===== src/rtl/dspip_pkg.sv =====
// How it works
// - function select decides meaning of both conduits, reads differ from writes
// - parameter address is 16 bits, parameter value is 14 bits
// - select 0: low conduit loads address 7:0, high loads 15:8
// - select 1: conduits carry value bytes for last loaded address
// - value high byte gives only the upper six bits of 14
// - select 2 read: bit7 data available, bit6 detected, 4:0 tone type
// - select 2 high write: squaring, cascade disable, five reporting enables
// - select 2 low write: DTMF digit in 6:3, tone type in 2:0
// - transmit full-scale level parameter, default 4096
// - DTMF high-tone level parameter, default 4868
// - DTMF twist ratio parameter, default 3277
// - user tone frequency equals value times 9600/512 Hz, default 91
// - progress energy compared against detect level, default 4096
// - four user detector centres, defaults 4987 and 536
// - tone generation level scales selected tones, default 2896
// - shared sensitivity for all four user detectors, default 4096
// - carrier valid at on level, invalid below off level
// - answer tone valid at on level, invalid below off level
// - only highest-priority enabled detected tone is reported
// - tone type 110 generates user tone at tone generation level
package dspip_pkg;

   // sample rate and tick divider
   localparam int unsigned CLK_HZ = 250_000_000;
   localparam int unsigned SAMPLE_HZ = 9600;
   localparam int unsigned SAMPLE_CYC = CLK_HZ / SAMPLE_HZ;
   localparam int unsigned PHASE_W = 9;

   // conduit widths
   localparam int unsigned ADDR_W = 16;
   localparam int unsigned VAL_W = 14;
   localparam int unsigned VAL_HI_W = 6;

   // function select codes
   localparam logic [7:0] FSEL_ADDR = 8'h00;
   localparam logic [7:0] FSEL_VALUE = 8'h01;
   localparam logic [7:0] FSEL_TONE = 8'h02;
   localparam logic [7:0] FSEL_RESET = 8'h00;

   // host register select
   typedef enum logic [1:0] {
      DSPIP_SEL_FUNC = 2'b00,
      DSPIP_SEL_HIGH = 2'b01,
      DSPIP_SEL_LOW = 2'b10
   } dspip_sel_t;

   // tone status and control fields
   localparam int unsigned STAT_AVAIL_BIT = 7;
   localparam int unsigned STAT_DET_BIT = 6;
   localparam int unsigned CTL_SQUARE_BIT = 7;
   localparam int unsigned CTL_CASC_BIT = 6;
   localparam int unsigned REP_DTMF = 0;
   localparam int unsigned REP_ANS = 1;
   localparam int unsigned REP_V23 = 2;
   localparam int unsigned REP_U12 = 3;
   localparam int unsigned REP_U34 = 4;
   localparam int unsigned GEN_DIGIT_LSB = 3;
   localparam logic [2:0] GEN_TYPE_USER = 3'b110;

   // reported tone type codes
   localparam logic [4:0] TT_NONE = 5'h00;
   localparam logic [4:0] TT_ANSWER = 5'h01;
   localparam logic [4:0] TT_V23 = 5'h02;
   localparam logic [4:0] TT_USER1 = 5'h04;
   localparam logic [4:0] TT_DTMF = 5'h10;

   // parameter map
   localparam int unsigned NPARAM = 15;
   localparam logic [15:0] PADDR [NPARAM] = '{16'h0002, 16'h0003, 16'h0004,
      16'h0005, 16'h0006, 16'h0007, 16'h0008, 16'h0009, 16'h000a, 16'h000b,
      16'h000e, 16'h0024, 16'h0025, 16'h0026, 16'h0027};
   localparam logic [13:0] PRESET [NPARAM] = '{14'h1000, 14'h1304, 14'h0ccd,
      14'h005b, 14'h1000, 14'h137b, 14'h0218, 14'h137b, 14'h0218, 14'h0b50,
      14'h1000, 14'h0a3c, 14'h0ce4, 14'h0043, 14'h0025};
   localparam int unsigned IDX_TONE_FREQ = 3;
   localparam int unsigned IDX_PROG_LVL = 4;
   localparam int unsigned IDX_GEN_LVL = 9;
   localparam int unsigned IDX_SENS = 10;
   localparam int unsigned IDX_CAR_ON = 11;
   localparam int unsigned IDX_CAR_OFF = 12;
   localparam int unsigned IDX_ANS_ON = 13;
   localparam int unsigned IDX_ANS_OFF = 14;
   localparam logic [4:0] IDX_NONE = 5'h1f;

   // address to slot lookup
   function automatic logic [4:0] dspip_slot(input logic [15:0] a);
      logic [4:0] s;
      s = IDX_NONE;
      for (int i = 0; i < NPARAM; i++)
         if (PADDR[i] == a)
            s = 5'(i);
      return s;
   endfunction

endpackage


===== src/rtl/dspip_pw_if.sv =====
`timescale 1ns/1ns
// parameter write path between conduit logic and the store
interface dspip_pw_if;
   logic wr;
   logic [15:0] addr;
   logic [13:0] data;
   modport src (output wr, output addr, output data);
   modport dst (input wr, input addr, input data);
endinterface


===== src/rtl/dspip_hyst.sv =====
`timescale 1ns/1ns
// level detector with separate on and off thresholds
module dspip_hyst #(
   parameter int unsigned W = 14
) (
   // clock and reset
   input wire logic sys_clk,
   input wire logic reset_n,
   // level and thresholds
   input wire logic [W-1:0] level,
   input wire logic [W-1:0] on_lvl,
   input wire logic [W-1:0] off_lvl,
   // detector state
   output logic valid_r
);

   logic valid_nxt;

   // set at on level, clear below off level
   assign valid_nxt = valid_r ? (level >= off_lvl) : (level >= on_lvl);

   always_ff @(posedge sys_clk or negedge reset_n)
   begin
      if (!reset_n)
         valid_r <= 1'b0;
      else
         valid_r <= valid_nxt;
   end

endmodule


===== src/rtl/dspip_store.sv =====
`timescale 1ns/1ns
// parameter map storage, one slot per mapped address
module dspip_store
   import dspip_pkg::*;
(
   // clock and reset
   input wire logic sys_clk,
   input wire logic reset_n,
   // write path
   dspip_pw_if.dst pw,
   // stored values and unmapped flag
   output logic [NPARAM-1:0][13:0] params_r,
   output logic bad_addr_r
);

   logic [4:0] slot_w;

   // address decode
   assign slot_w = dspip_slot(pw.addr);

   // slot write, defaults after reset
   always_ff @(posedge sys_clk or negedge reset_n)
   begin
      if (!reset_n)
      begin
         for (int i = 0; i < NPARAM; i++)
            params_r[i] <= PRESET[i];
         bad_addr_r <= 1'b0;
      end
      else
      begin
         if (pw.wr && slot_w != IDX_NONE)
            params_r[slot_w] <= pw.data;
         bad_addr_r <= pw.wr && slot_w == IDX_NONE;
      end
   end

endmodule


===== src/rtl/dspip_top.sv =====
`timescale 1ns/1ns
// conduit register bank for the signal-processor parameters
module dspip_top
   import dspip_pkg::*;
#(
   parameter int unsigned SAMPLE_DIV = SAMPLE_CYC
) (
   // clock and reset
   input wire logic sys_clk,
   input wire logic reset_n,

   // host conduit access
   input wire logic host_wr,
   input wire logic host_rd,
   input wire logic [1:0] host_sel,
   input wire logic [7:0] host_wdata,
   output logic [7:0] host_rdata_r,
   output logic host_rvalid_r,

   // line state
   input wire logic on_hook,
   input wire logic command_mode,

   // detector inputs
   input wire logic dtmf_hit,
   input wire logic [3:0] dtmf_code,
   input wire logic v23_hit,
   input wire logic [13:0] carrier_energy,
   input wire logic [13:0] answer_energy,
   input wire logic [13:0] progress_energy,
   input wire logic [3:0][13:0] user_energy,

   // parameter map
   output logic [NPARAM-1:0][13:0] params_r,
   output logic param_bad_addr_r,
   output logic param_refused_r,

   // tone control
   output logic square_en_r,
   output logic cascade_dis_r,
   output logic [4:0] report_en_r,
   output logic [3:0] dtmf_tx_digit_r,
   output logic [2:0] tone_type_r,

   // detection results
   output logic carrier_valid_r,
   output logic answer_valid_r,
   output logic progress_hit_r,
   output logic [3:0] user_hit_r,

   // user tone generator
   output logic user_tone_on_r,
   output logic [PHASE_W-1:0] user_tone_phase_r,
   output logic [13:0] user_tone_amp_r
);

   dspip_pw_if pw ();

   // conduit state
   logic [7:0] fsel_r;
   logic [15:0] addr_r;
   logic [VAL_HI_W-1:0] val_hi_r;
   logic [4:0] stat_type_r;
   logic stat_det_r;
   logic avail_r;
   logic pw_wr_r;
   logic [13:0] pw_data_r;

   // decoded accesses
   logic wr_func_w;
   logic wr_high_w;
   logic wr_low_w;
   logic rd_func_w;
   logic rd_low_w;
   logic mode_addr_w;
   logic mode_val_w;
   logic mode_tone_w;
   logic may_write_w;
   logic commit_w;
   logic status_read_w;

   // access decode steered by the function select
   assign wr_func_w = host_wr && host_sel == DSPIP_SEL_FUNC;
   assign wr_high_w = host_wr && host_sel == DSPIP_SEL_HIGH;
   assign wr_low_w = host_wr && host_sel == DSPIP_SEL_LOW;
   assign rd_func_w = host_rd && host_sel == DSPIP_SEL_FUNC;
   assign rd_low_w = host_rd && host_sel == DSPIP_SEL_LOW;
   assign mode_addr_w = fsel_r == FSEL_ADDR;
   assign mode_val_w = fsel_r == FSEL_VALUE;
   assign mode_tone_w = fsel_r == FSEL_TONE;

   // value commit only while idle on-hook
   assign may_write_w = on_hook && command_mode;
   assign commit_w = wr_low_w && mode_val_w && may_write_w;
   assign status_read_w = rd_low_w && mode_tone_w;

   // function select register
   always_ff @(posedge sys_clk or negedge reset_n)
   begin
      if (!reset_n)
         fsel_r <= FSEL_RESET;
      else if (wr_func_w)
         fsel_r <= host_wdata;
   end

   // parameter address bytes
   always_ff @(posedge sys_clk or negedge reset_n)
   begin
      if (!reset_n)
         addr_r <= '0;
      else if (wr_low_w && mode_addr_w)
         addr_r[7:0] <= host_wdata;
      else if (wr_high_w && mode_addr_w)
         addr_r[15:8] <= host_wdata;
   end

   // value high byte, top two bits dropped
   always_ff @(posedge sys_clk or negedge reset_n)
   begin
      if (!reset_n)
         val_hi_r <= '0;
      else if (wr_high_w && mode_val_w)
         val_hi_r <= host_wdata[VAL_HI_W-1:0];
   end

   // commit assembled value to the last loaded address
   always_ff @(posedge sys_clk or negedge reset_n)
   begin
      if (!reset_n)
      begin
         pw_wr_r <= 1'b0;
         pw_data_r <= '0;
         param_refused_r <= 1'b0;
      end
      else
      begin
         pw_wr_r <= commit_w;
         if (commit_w)
            pw_data_r <= {val_hi_r, host_wdata};
         param_refused_r <= wr_low_w && mode_val_w && !may_write_w;
      end
   end

   assign pw.wr = pw_wr_r;
   assign pw.addr = addr_r;
   assign pw.data = pw_data_r;

   // parameter storage
   dspip_store u_store (
      .sys_clk(sys_clk),
      .reset_n(reset_n),
      .pw(pw.dst),
      .params_r(params_r),
      .bad_addr_r(param_bad_addr_r)
   );

   // tone report and generation controls
   always_ff @(posedge sys_clk or negedge reset_n)
   begin
      if (!reset_n)
      begin
         square_en_r <= 1'b0;
         cascade_dis_r <= 1'b0;
         report_en_r <= '0;
         dtmf_tx_digit_r <= '0;
         tone_type_r <= '0;
      end
      else
      begin
         if (wr_high_w && mode_tone_w)
         begin
            square_en_r <= host_wdata[CTL_SQUARE_BIT];
            cascade_dis_r <= host_wdata[CTL_CASC_BIT];
            report_en_r <= host_wdata[4:0];
         end
         if (wr_low_w && mode_tone_w)
         begin
            dtmf_tx_digit_r <= host_wdata[GEN_DIGIT_LSB+:4];
            tone_type_r <= host_wdata[2:0];
         end
      end
   end

   // carrier and answer tone hysteresis
   dspip_hyst #(.W(VAL_W)) u_carrier (
      .sys_clk(sys_clk),
      .reset_n(reset_n),
      .level(carrier_energy),
      .on_lvl(params_r[IDX_CAR_ON]),
      .off_lvl(params_r[IDX_CAR_OFF]),
      .valid_r(carrier_valid_r)
   );

   dspip_hyst #(.W(VAL_W)) u_answer (
      .sys_clk(sys_clk),
      .reset_n(reset_n),
      .level(answer_energy),
      .on_lvl(params_r[IDX_ANS_ON]),
      .off_lvl(params_r[IDX_ANS_OFF]),
      .valid_r(answer_valid_r)
   );

   // threshold detectors
   logic [3:0] user_hit_nxt;
   logic progress_hit_nxt;

   assign progress_hit_nxt = progress_energy >= params_r[IDX_PROG_LVL];
   assign user_hit_nxt[0] = user_energy[0] >= params_r[IDX_SENS];
   assign user_hit_nxt[1] = user_energy[1] >= params_r[IDX_SENS];
   assign user_hit_nxt[2] = user_energy[2] >= params_r[IDX_SENS];
   assign user_hit_nxt[3] = user_energy[3] >= params_r[IDX_SENS];

   always_ff @(posedge sys_clk or negedge reset_n)
   begin
      if (!reset_n)
      begin
         progress_hit_r <= 1'b0;
         user_hit_r <= '0;
      end
      else
      begin
         progress_hit_r <= progress_hit_nxt;
         user_hit_r <= user_hit_nxt;
      end
   end

   // enabled hits in priority order
   logic en_dtmf_w;
   logic en_ans_w;
   logic en_v23_w;
   logic [3:0] en_user_w;
   logic [4:0] stat_type_nxt;
   logic stat_det_nxt;
   logic avail_set_w;

   assign en_dtmf_w = dtmf_hit && report_en_r[REP_DTMF];
   assign en_ans_w = answer_valid_r && report_en_r[REP_ANS];
   assign en_v23_w = v23_hit && report_en_r[REP_V23];
   assign en_user_w[1:0] = user_hit_r[1:0] & {2{report_en_r[REP_U12]}};
   assign en_user_w[3:2] = user_hit_r[3:2] & {2{report_en_r[REP_U34]}};

   // highest-priority enabled tone wins
   assign stat_type_nxt = en_dtmf_w ? (TT_DTMF | {1'b0, dtmf_code}) :
      en_ans_w ? TT_ANSWER :
      en_v23_w ? TT_V23 :
      en_user_w[0] ? TT_USER1 :
      en_user_w[1] ? 5'(TT_USER1 + 5'h01) :
      en_user_w[2] ? 5'(TT_USER1 + 5'h02) :
      en_user_w[3] ? 5'(TT_USER1 + 5'h03) : TT_NONE;
   assign stat_det_nxt = en_dtmf_w || en_ans_w || en_v23_w || |en_user_w;
   assign avail_set_w = stat_det_nxt && stat_type_nxt != stat_type_r;

   // status and data-available flag, set beats read clear
   always_ff @(posedge sys_clk or negedge reset_n)
   begin
      if (!reset_n)
      begin
         stat_type_r <= TT_NONE;
         stat_det_r <= 1'b0;
         avail_r <= 1'b0;
      end
      else
      begin
         stat_type_r <= stat_type_nxt;
         stat_det_r <= stat_det_nxt;
         if (avail_set_w)
            avail_r <= 1'b1;
         else if (status_read_w)
            avail_r <= 1'b0;
      end
   end

   // read data selection
   logic [7:0] status_w;
   logic [7:0] rdata_nxt;

   assign status_w = {avail_r, stat_det_r, 1'b0, stat_type_r};
   assign rdata_nxt = rd_func_w ? fsel_r :
      status_read_w ? status_w : 8'h00;

   // read answer one cycle after the strobe
   always_ff @(posedge sys_clk or negedge reset_n)
   begin
      if (!reset_n)
      begin
         host_rdata_r <= '0;
         host_rvalid_r <= 1'b0;
      end
      else
      begin
         host_rdata_r <= rdata_nxt;
         host_rvalid_r <= host_rd;
      end
   end

   // sample tick at the processor rate
   logic [$clog2(SAMPLE_DIV)-1:0] tick_cnt_r;
   logic tick_w;

   assign tick_w = tick_cnt_r == ($clog2(SAMPLE_DIV))'(SAMPLE_DIV - 1);

   always_ff @(posedge sys_clk or negedge reset_n)
   begin
      if (!reset_n)
         tick_cnt_r <= '0;
      else if (tick_w)
         tick_cnt_r <= '0;
      else
         tick_cnt_r <= tick_cnt_r + 1'b1;
   end

   // user tone: phase step of value/512 cycle per sample
   logic gen_user_w;

   assign gen_user_w = tone_type_r == GEN_TYPE_USER;

   always_ff @(posedge sys_clk or negedge reset_n)
   begin
      if (!reset_n)
      begin
         user_tone_on_r <= 1'b0;
         user_tone_phase_r <= '0;
         user_tone_amp_r <= '0;
      end
      else
      begin
         user_tone_on_r <= gen_user_w;
         if (!gen_user_w)
            user_tone_phase_r <= '0;
         else if (tick_w)
            user_tone_phase_r <= user_tone_phase_r +
               params_r[IDX_TONE_FREQ][PHASE_W-1:0];
         user_tone_amp_r <= gen_user_w ? params_r[IDX_GEN_LVL] : '0;
      end
   end

endmodule


===== config.mk =====
export PLATFORM = sky130hd
export DESIGN_NAME = dspip_top
export DESIGN_NICKNAME = d
export VERILOG_FILES = /design/src/rtl/dspip_pkg.sv /design/src/rtl/dspip_pw_if.sv /design/src/rtl/dspip_hyst.sv /design/src/rtl/dspip_store.sv /design/src/rtl/dspip_top.sv
export SDC_FILE = /design/constraint.sdc
export NUM_CORES = 1
export LEC_CHECK = 0
export ABC_AREA = 1
export BUFFER_PORTS_ARGS = -buffer_cell sky130_fd_sc_hd__clkbuf_2
export CORE_MARGIN = 5
export CORE_UTILIZATION = 47
export DETAILED_ROUTE_END_ITERATION = 12
export GPL_ROUTABILITY_DRIVEN = 0
export PLACE_DENSITY = 0.8
export SYNTH_ARGS = -nofsm -noshare
export SYNTH_HDL_FRONTEND = slang
export SYNTH_HIERARCHICAL = 1
export SYNTH_SLANG_ARGS = --single-unit

===== constraint.sdc =====
create_clock -name sys_clk -period 2 [get_ports sys_clk]
set_input_delay 0.3 -clock sys_clk [delete_from_list [all_inputs] [get_ports sys_clk]]
set_output_delay 0.3 -clock sys_clk [all_outputs]
set_load 0.05 [all_outputs]

==> qor.csv <==
stage,metric,value,unit
floorplanning,Ports,386,
floorplanning,Rows,71,
yosys,synthesized cell area,17800,um2
timing,final hold violations,0,
timing,f_max,0.484,GHz
clocking,clk_lat worst skew,0.54,ns
clocking,CTS H-tree lvls,2,
worst_setup_path,Critical Path Start Type,flop,
grt,number of antenna violations at the first check in global routing,1,
route,DR DRC count,0,
worst_setup_path,WP data required,2.42,ns
clocking,CTS tree,yes,
yosys,main combinational cell family by area after synthesis,simple AND/OR/NAND/NOR gates,
worst_setup_path,r2r startpoint,addr_r[3],
yosys,Yosys reg bits,333,
floorplanning,Starting Density,47.5,%
route,initial detailed-routing violation count,1374,
power,power per cell area,795,nW/um2
finish,"Area growth, synth to finish",26.9,%
yosys,Post-Synth Simple-Gate Area,24.7,%
finish,# nets final,2889,
clocking,CTS root buf,clkbuf_16,
job,max cap viols,0,
timing,Worst Tran Pin Value,0.804,ns
timing,unrepaired setup endpoints after global routing,yes,
route,Routed WL per cell,18.1,um
grt,pin count of the biggest net entering global routing,111,
route,Total Wirelength,57.3,mm
floorplanning,die span in y,205,um
yosys,post-synth cell types,49,
yosys,post-synthesis mux area share,0,%
finish,non-filler instance count after layout,3173,
place,HPWL after DPL,41.2,mm
grt,vias in the first global route,16900,
yosys,Mapped Avg Cell Area,8.15,um2
timing,crit share post-route,103,%
power,Worst IR Drop VDD,685,uV
timing,Setup-failing EPs final,41,
timing,post-layout minimum cycle time,2.07,ns
floorplanning,Die W,205,um
grt,gr ovfl total,0,
yosys,post-synthesis compound-gate area fraction,7.70,%
hold_path,Hold Path Class,in -> reg,
place,number of I/O port buffers,385,
route,Post-DRT Antenna Nets,0,
worst_setup_path,worst-path fanout max,10,
finish,Fillers,3111,
route,DR vias/cell,5.33,
outcome,failing checks,negative setup slack,
finish,ant diodes,0,
finish,layout cell share with drive strength beyond 1,26.9,%
worst_setup_path,worst reg2reg setup slack,-0.07,ns
clocking,CTS buffer count,38,
grt,GRT Total Usage,26.3,%
clocking,CTS sink count,333,
yosys,sequential share of the synthesized area,47.2,%
floorplanning,Core Box Area,37600,um2
yosys,area share of fa/ha/maj cells after synthesis,9.65,%
yosys,syn_nets,2446,
finish,"most common cell after layout, fill and taps aside",nand2_1,
grt,global-route wire length before repair,88.1,mm
worst_setup_path,critical path arrival,2.49,ns
worst_setup_path,CP endpoint kind,flop,
worst_setup_path,Worst Setup SP,addr_r[3],
timing,Setup Skew,0.0191,ns
timing,"Slew Viols, Final",0,
finish,most frequent cells in the layout,"nand2_1, clkbuf_2, inv_1",
clocking,clk slew on worst S/H paths,0.06,ns
outcome,status,finished with violations,
floorplanning,die area,42000,um2
place,DP Area,20600,um2
yosys,"Async S/R FF share, synth",100,%
power,Pleak,12.1,nW
yosys,Ys Warns,6,
yosys,post-synthesis xor/xnor area fraction,0.344,%
route,Vias,16900,
worst_setup_path,CP Class,reg -> reg,
clocking,Clock Tree Buf Depth,3,
timing,final worst-path setup slack,-0.0650,ns
timing,relative slew slack,46.3,%
hold_path,Hold Startpoint,dtmf_code[2],
yosys,ys flop type,dfrtp_1,
place,dpl cells,3067,
yosys,Syn Inst Count,2189,
finish,design area,22600,um2
route,DR pass1 iterations,6,
yosys,Post-synth EDFFs,0,
-- worst max-delay path, stage by stage, from the launching register on --
cell and delay [ns]:
dfrtp_1 0.41, inv_2 0.09, nand2_4 0.11, inv_2 0.08
nand2_2 0.09, inv_1 0.04, o21ai_0 0.17, nand2_1 0.10
nor2_2 0.11, nand2_2 0.12, buf_12 0.17, buf_12 0.14
nand3_4 0.11, nand2_1 0.08, nand2_1 0.07, inv_1 0.05
-- cell type report --
class | instances | area, um2 | share of cell area (%)
Clock buffer | 57 | 1170 | 5.15
Clock inverter | 13 | 186 | 0.823
Inverter | 383 | 1440 | 6.37
Multi-Input combinational cell | 1400 | 7890 | 34.8
Sequential cell | 333 | 8420 | 37.2
Tap cell | 511 | 639 | 2.82
Timing Repair Buffer | 476 | 2900 | 12.8
-- cells in the mapped netlist (all sizes together) (4+ instances only) --
| cell | count | share of area, % |
|---|---|---|
| nand2 | 644 | 14 |
| inv | 380 | 8.0 |
| dfrtp | 267 | 37 |
| o21ai | 178 | 5.0 |
| ha | 136 | 9.5 |
| nor2 | 129 | 3.1 |
| nand4 | 115 | 4.0 |
| dfstp | 66 | 9.7 |
| a21oi | 60 | 1.7 |
| nand3 | 59 | 2.2 |
| buf | 40 | 1.5 |
| clkbuf | 40 | 0.84 |
| nor3 | 24 | 0.76 |
| nor4 | 7 | 0.40 |
| o22ai | 7 | 0.25 |
| xor2 | 6 | 0.29 |
| a31oi | 4 | 0.14 |
| or2 | 4 | 0.14 |
-- where the power goes --
group          leakage [nW]  internal, W  total (W)  switching [W]
Clock                 0.650      0.00457    0.00737        0.00280
Combinational          7.11      0.00128    0.00339        0.00211
Sequential             4.33      0.00701    0.00725       0.000246
-- metrics by stage --
stage | utilization (%) | hold slack (ns) | total power (W) | worst slack [ns] | TNS, ns
6_report | 60.3 | 0.0533 | 0.0180 | -0.0650 | -0.571
3_3_place_gp | 54.9 | 0.297 | 0.00988 | -0.139 | -2.83
4_1_cts | 59.5 | 0.0156 | 0.0178 | -0.0454 | -0.296
3_5_place_dp | 54.9 | 0.307 | 0.00999 | -0.176 | -5.79
2_1_floorplan | - | 0.00441 | 0.00900 | 0.0281 | 0
5_1_grt | 60.3 | 0.0388 | 0.0187 | -0.187 | -12.81
-- logic make-up (layout without fill, tap and decap cells) --
family / Yosys count / in the layout
adders and majority gates: 137 / 137
and+or+nand+nor: 986 / 993
xor gates and xnor gates: 7 / 7
AOI/OAI and AO/OA: 263 / 263
buffers and inverters: 463 / 929
DFF: 333 / 333
-- worst paths after layout --
| kind | end | depth (start not counted) |
|---|---|---|
| setup / recovery | u_store/params_r[62] | 15 |
| hold / removal | stat_type_r[2] | 3 |
| setup reg to reg | u_store/params_r[62] | 15 |
| hold reg to reg | pw.data[12] | 2 |
| max in group asynchronous | u_store/params_r[156] | 3 |
| min in group asynchronous | u_store/params_r[162] | 2 |
-- timing repair --
item | CTS | global route
gates cloned | 8 | 6
pin swaps | 12 | 36
hold buffers | 4 | 0
setup buffers | 10 | 8
resized for setup | 41 | 57
setup endpoints to repair | 103 | 174
endpoints found under the hold margin | 54 | 0
-- layer usage --
metal / GRT usage [%] / share of wire, %
met1: 33.4 / 39
met2: 43.6 / 48
met3: 5.16 / 8.0
met4: 12.5 / 4.7
met5: 0 / 0
-- state kept, by name (all words and copies together) (netlist names), 8 cells and up --
| register | count |
|---|---|
| u_store/params_r | 210 |
| addr_r | 16 |
| tick_cnt_r | 15 |
| pw.data | 14 |
| user_tone_amp_r | 14 |
| user_tone_phase_r | 9 |
| fsel_r | 8 |
| host_rdata_r | 8 |
Power figures use the tool's default switching activity.
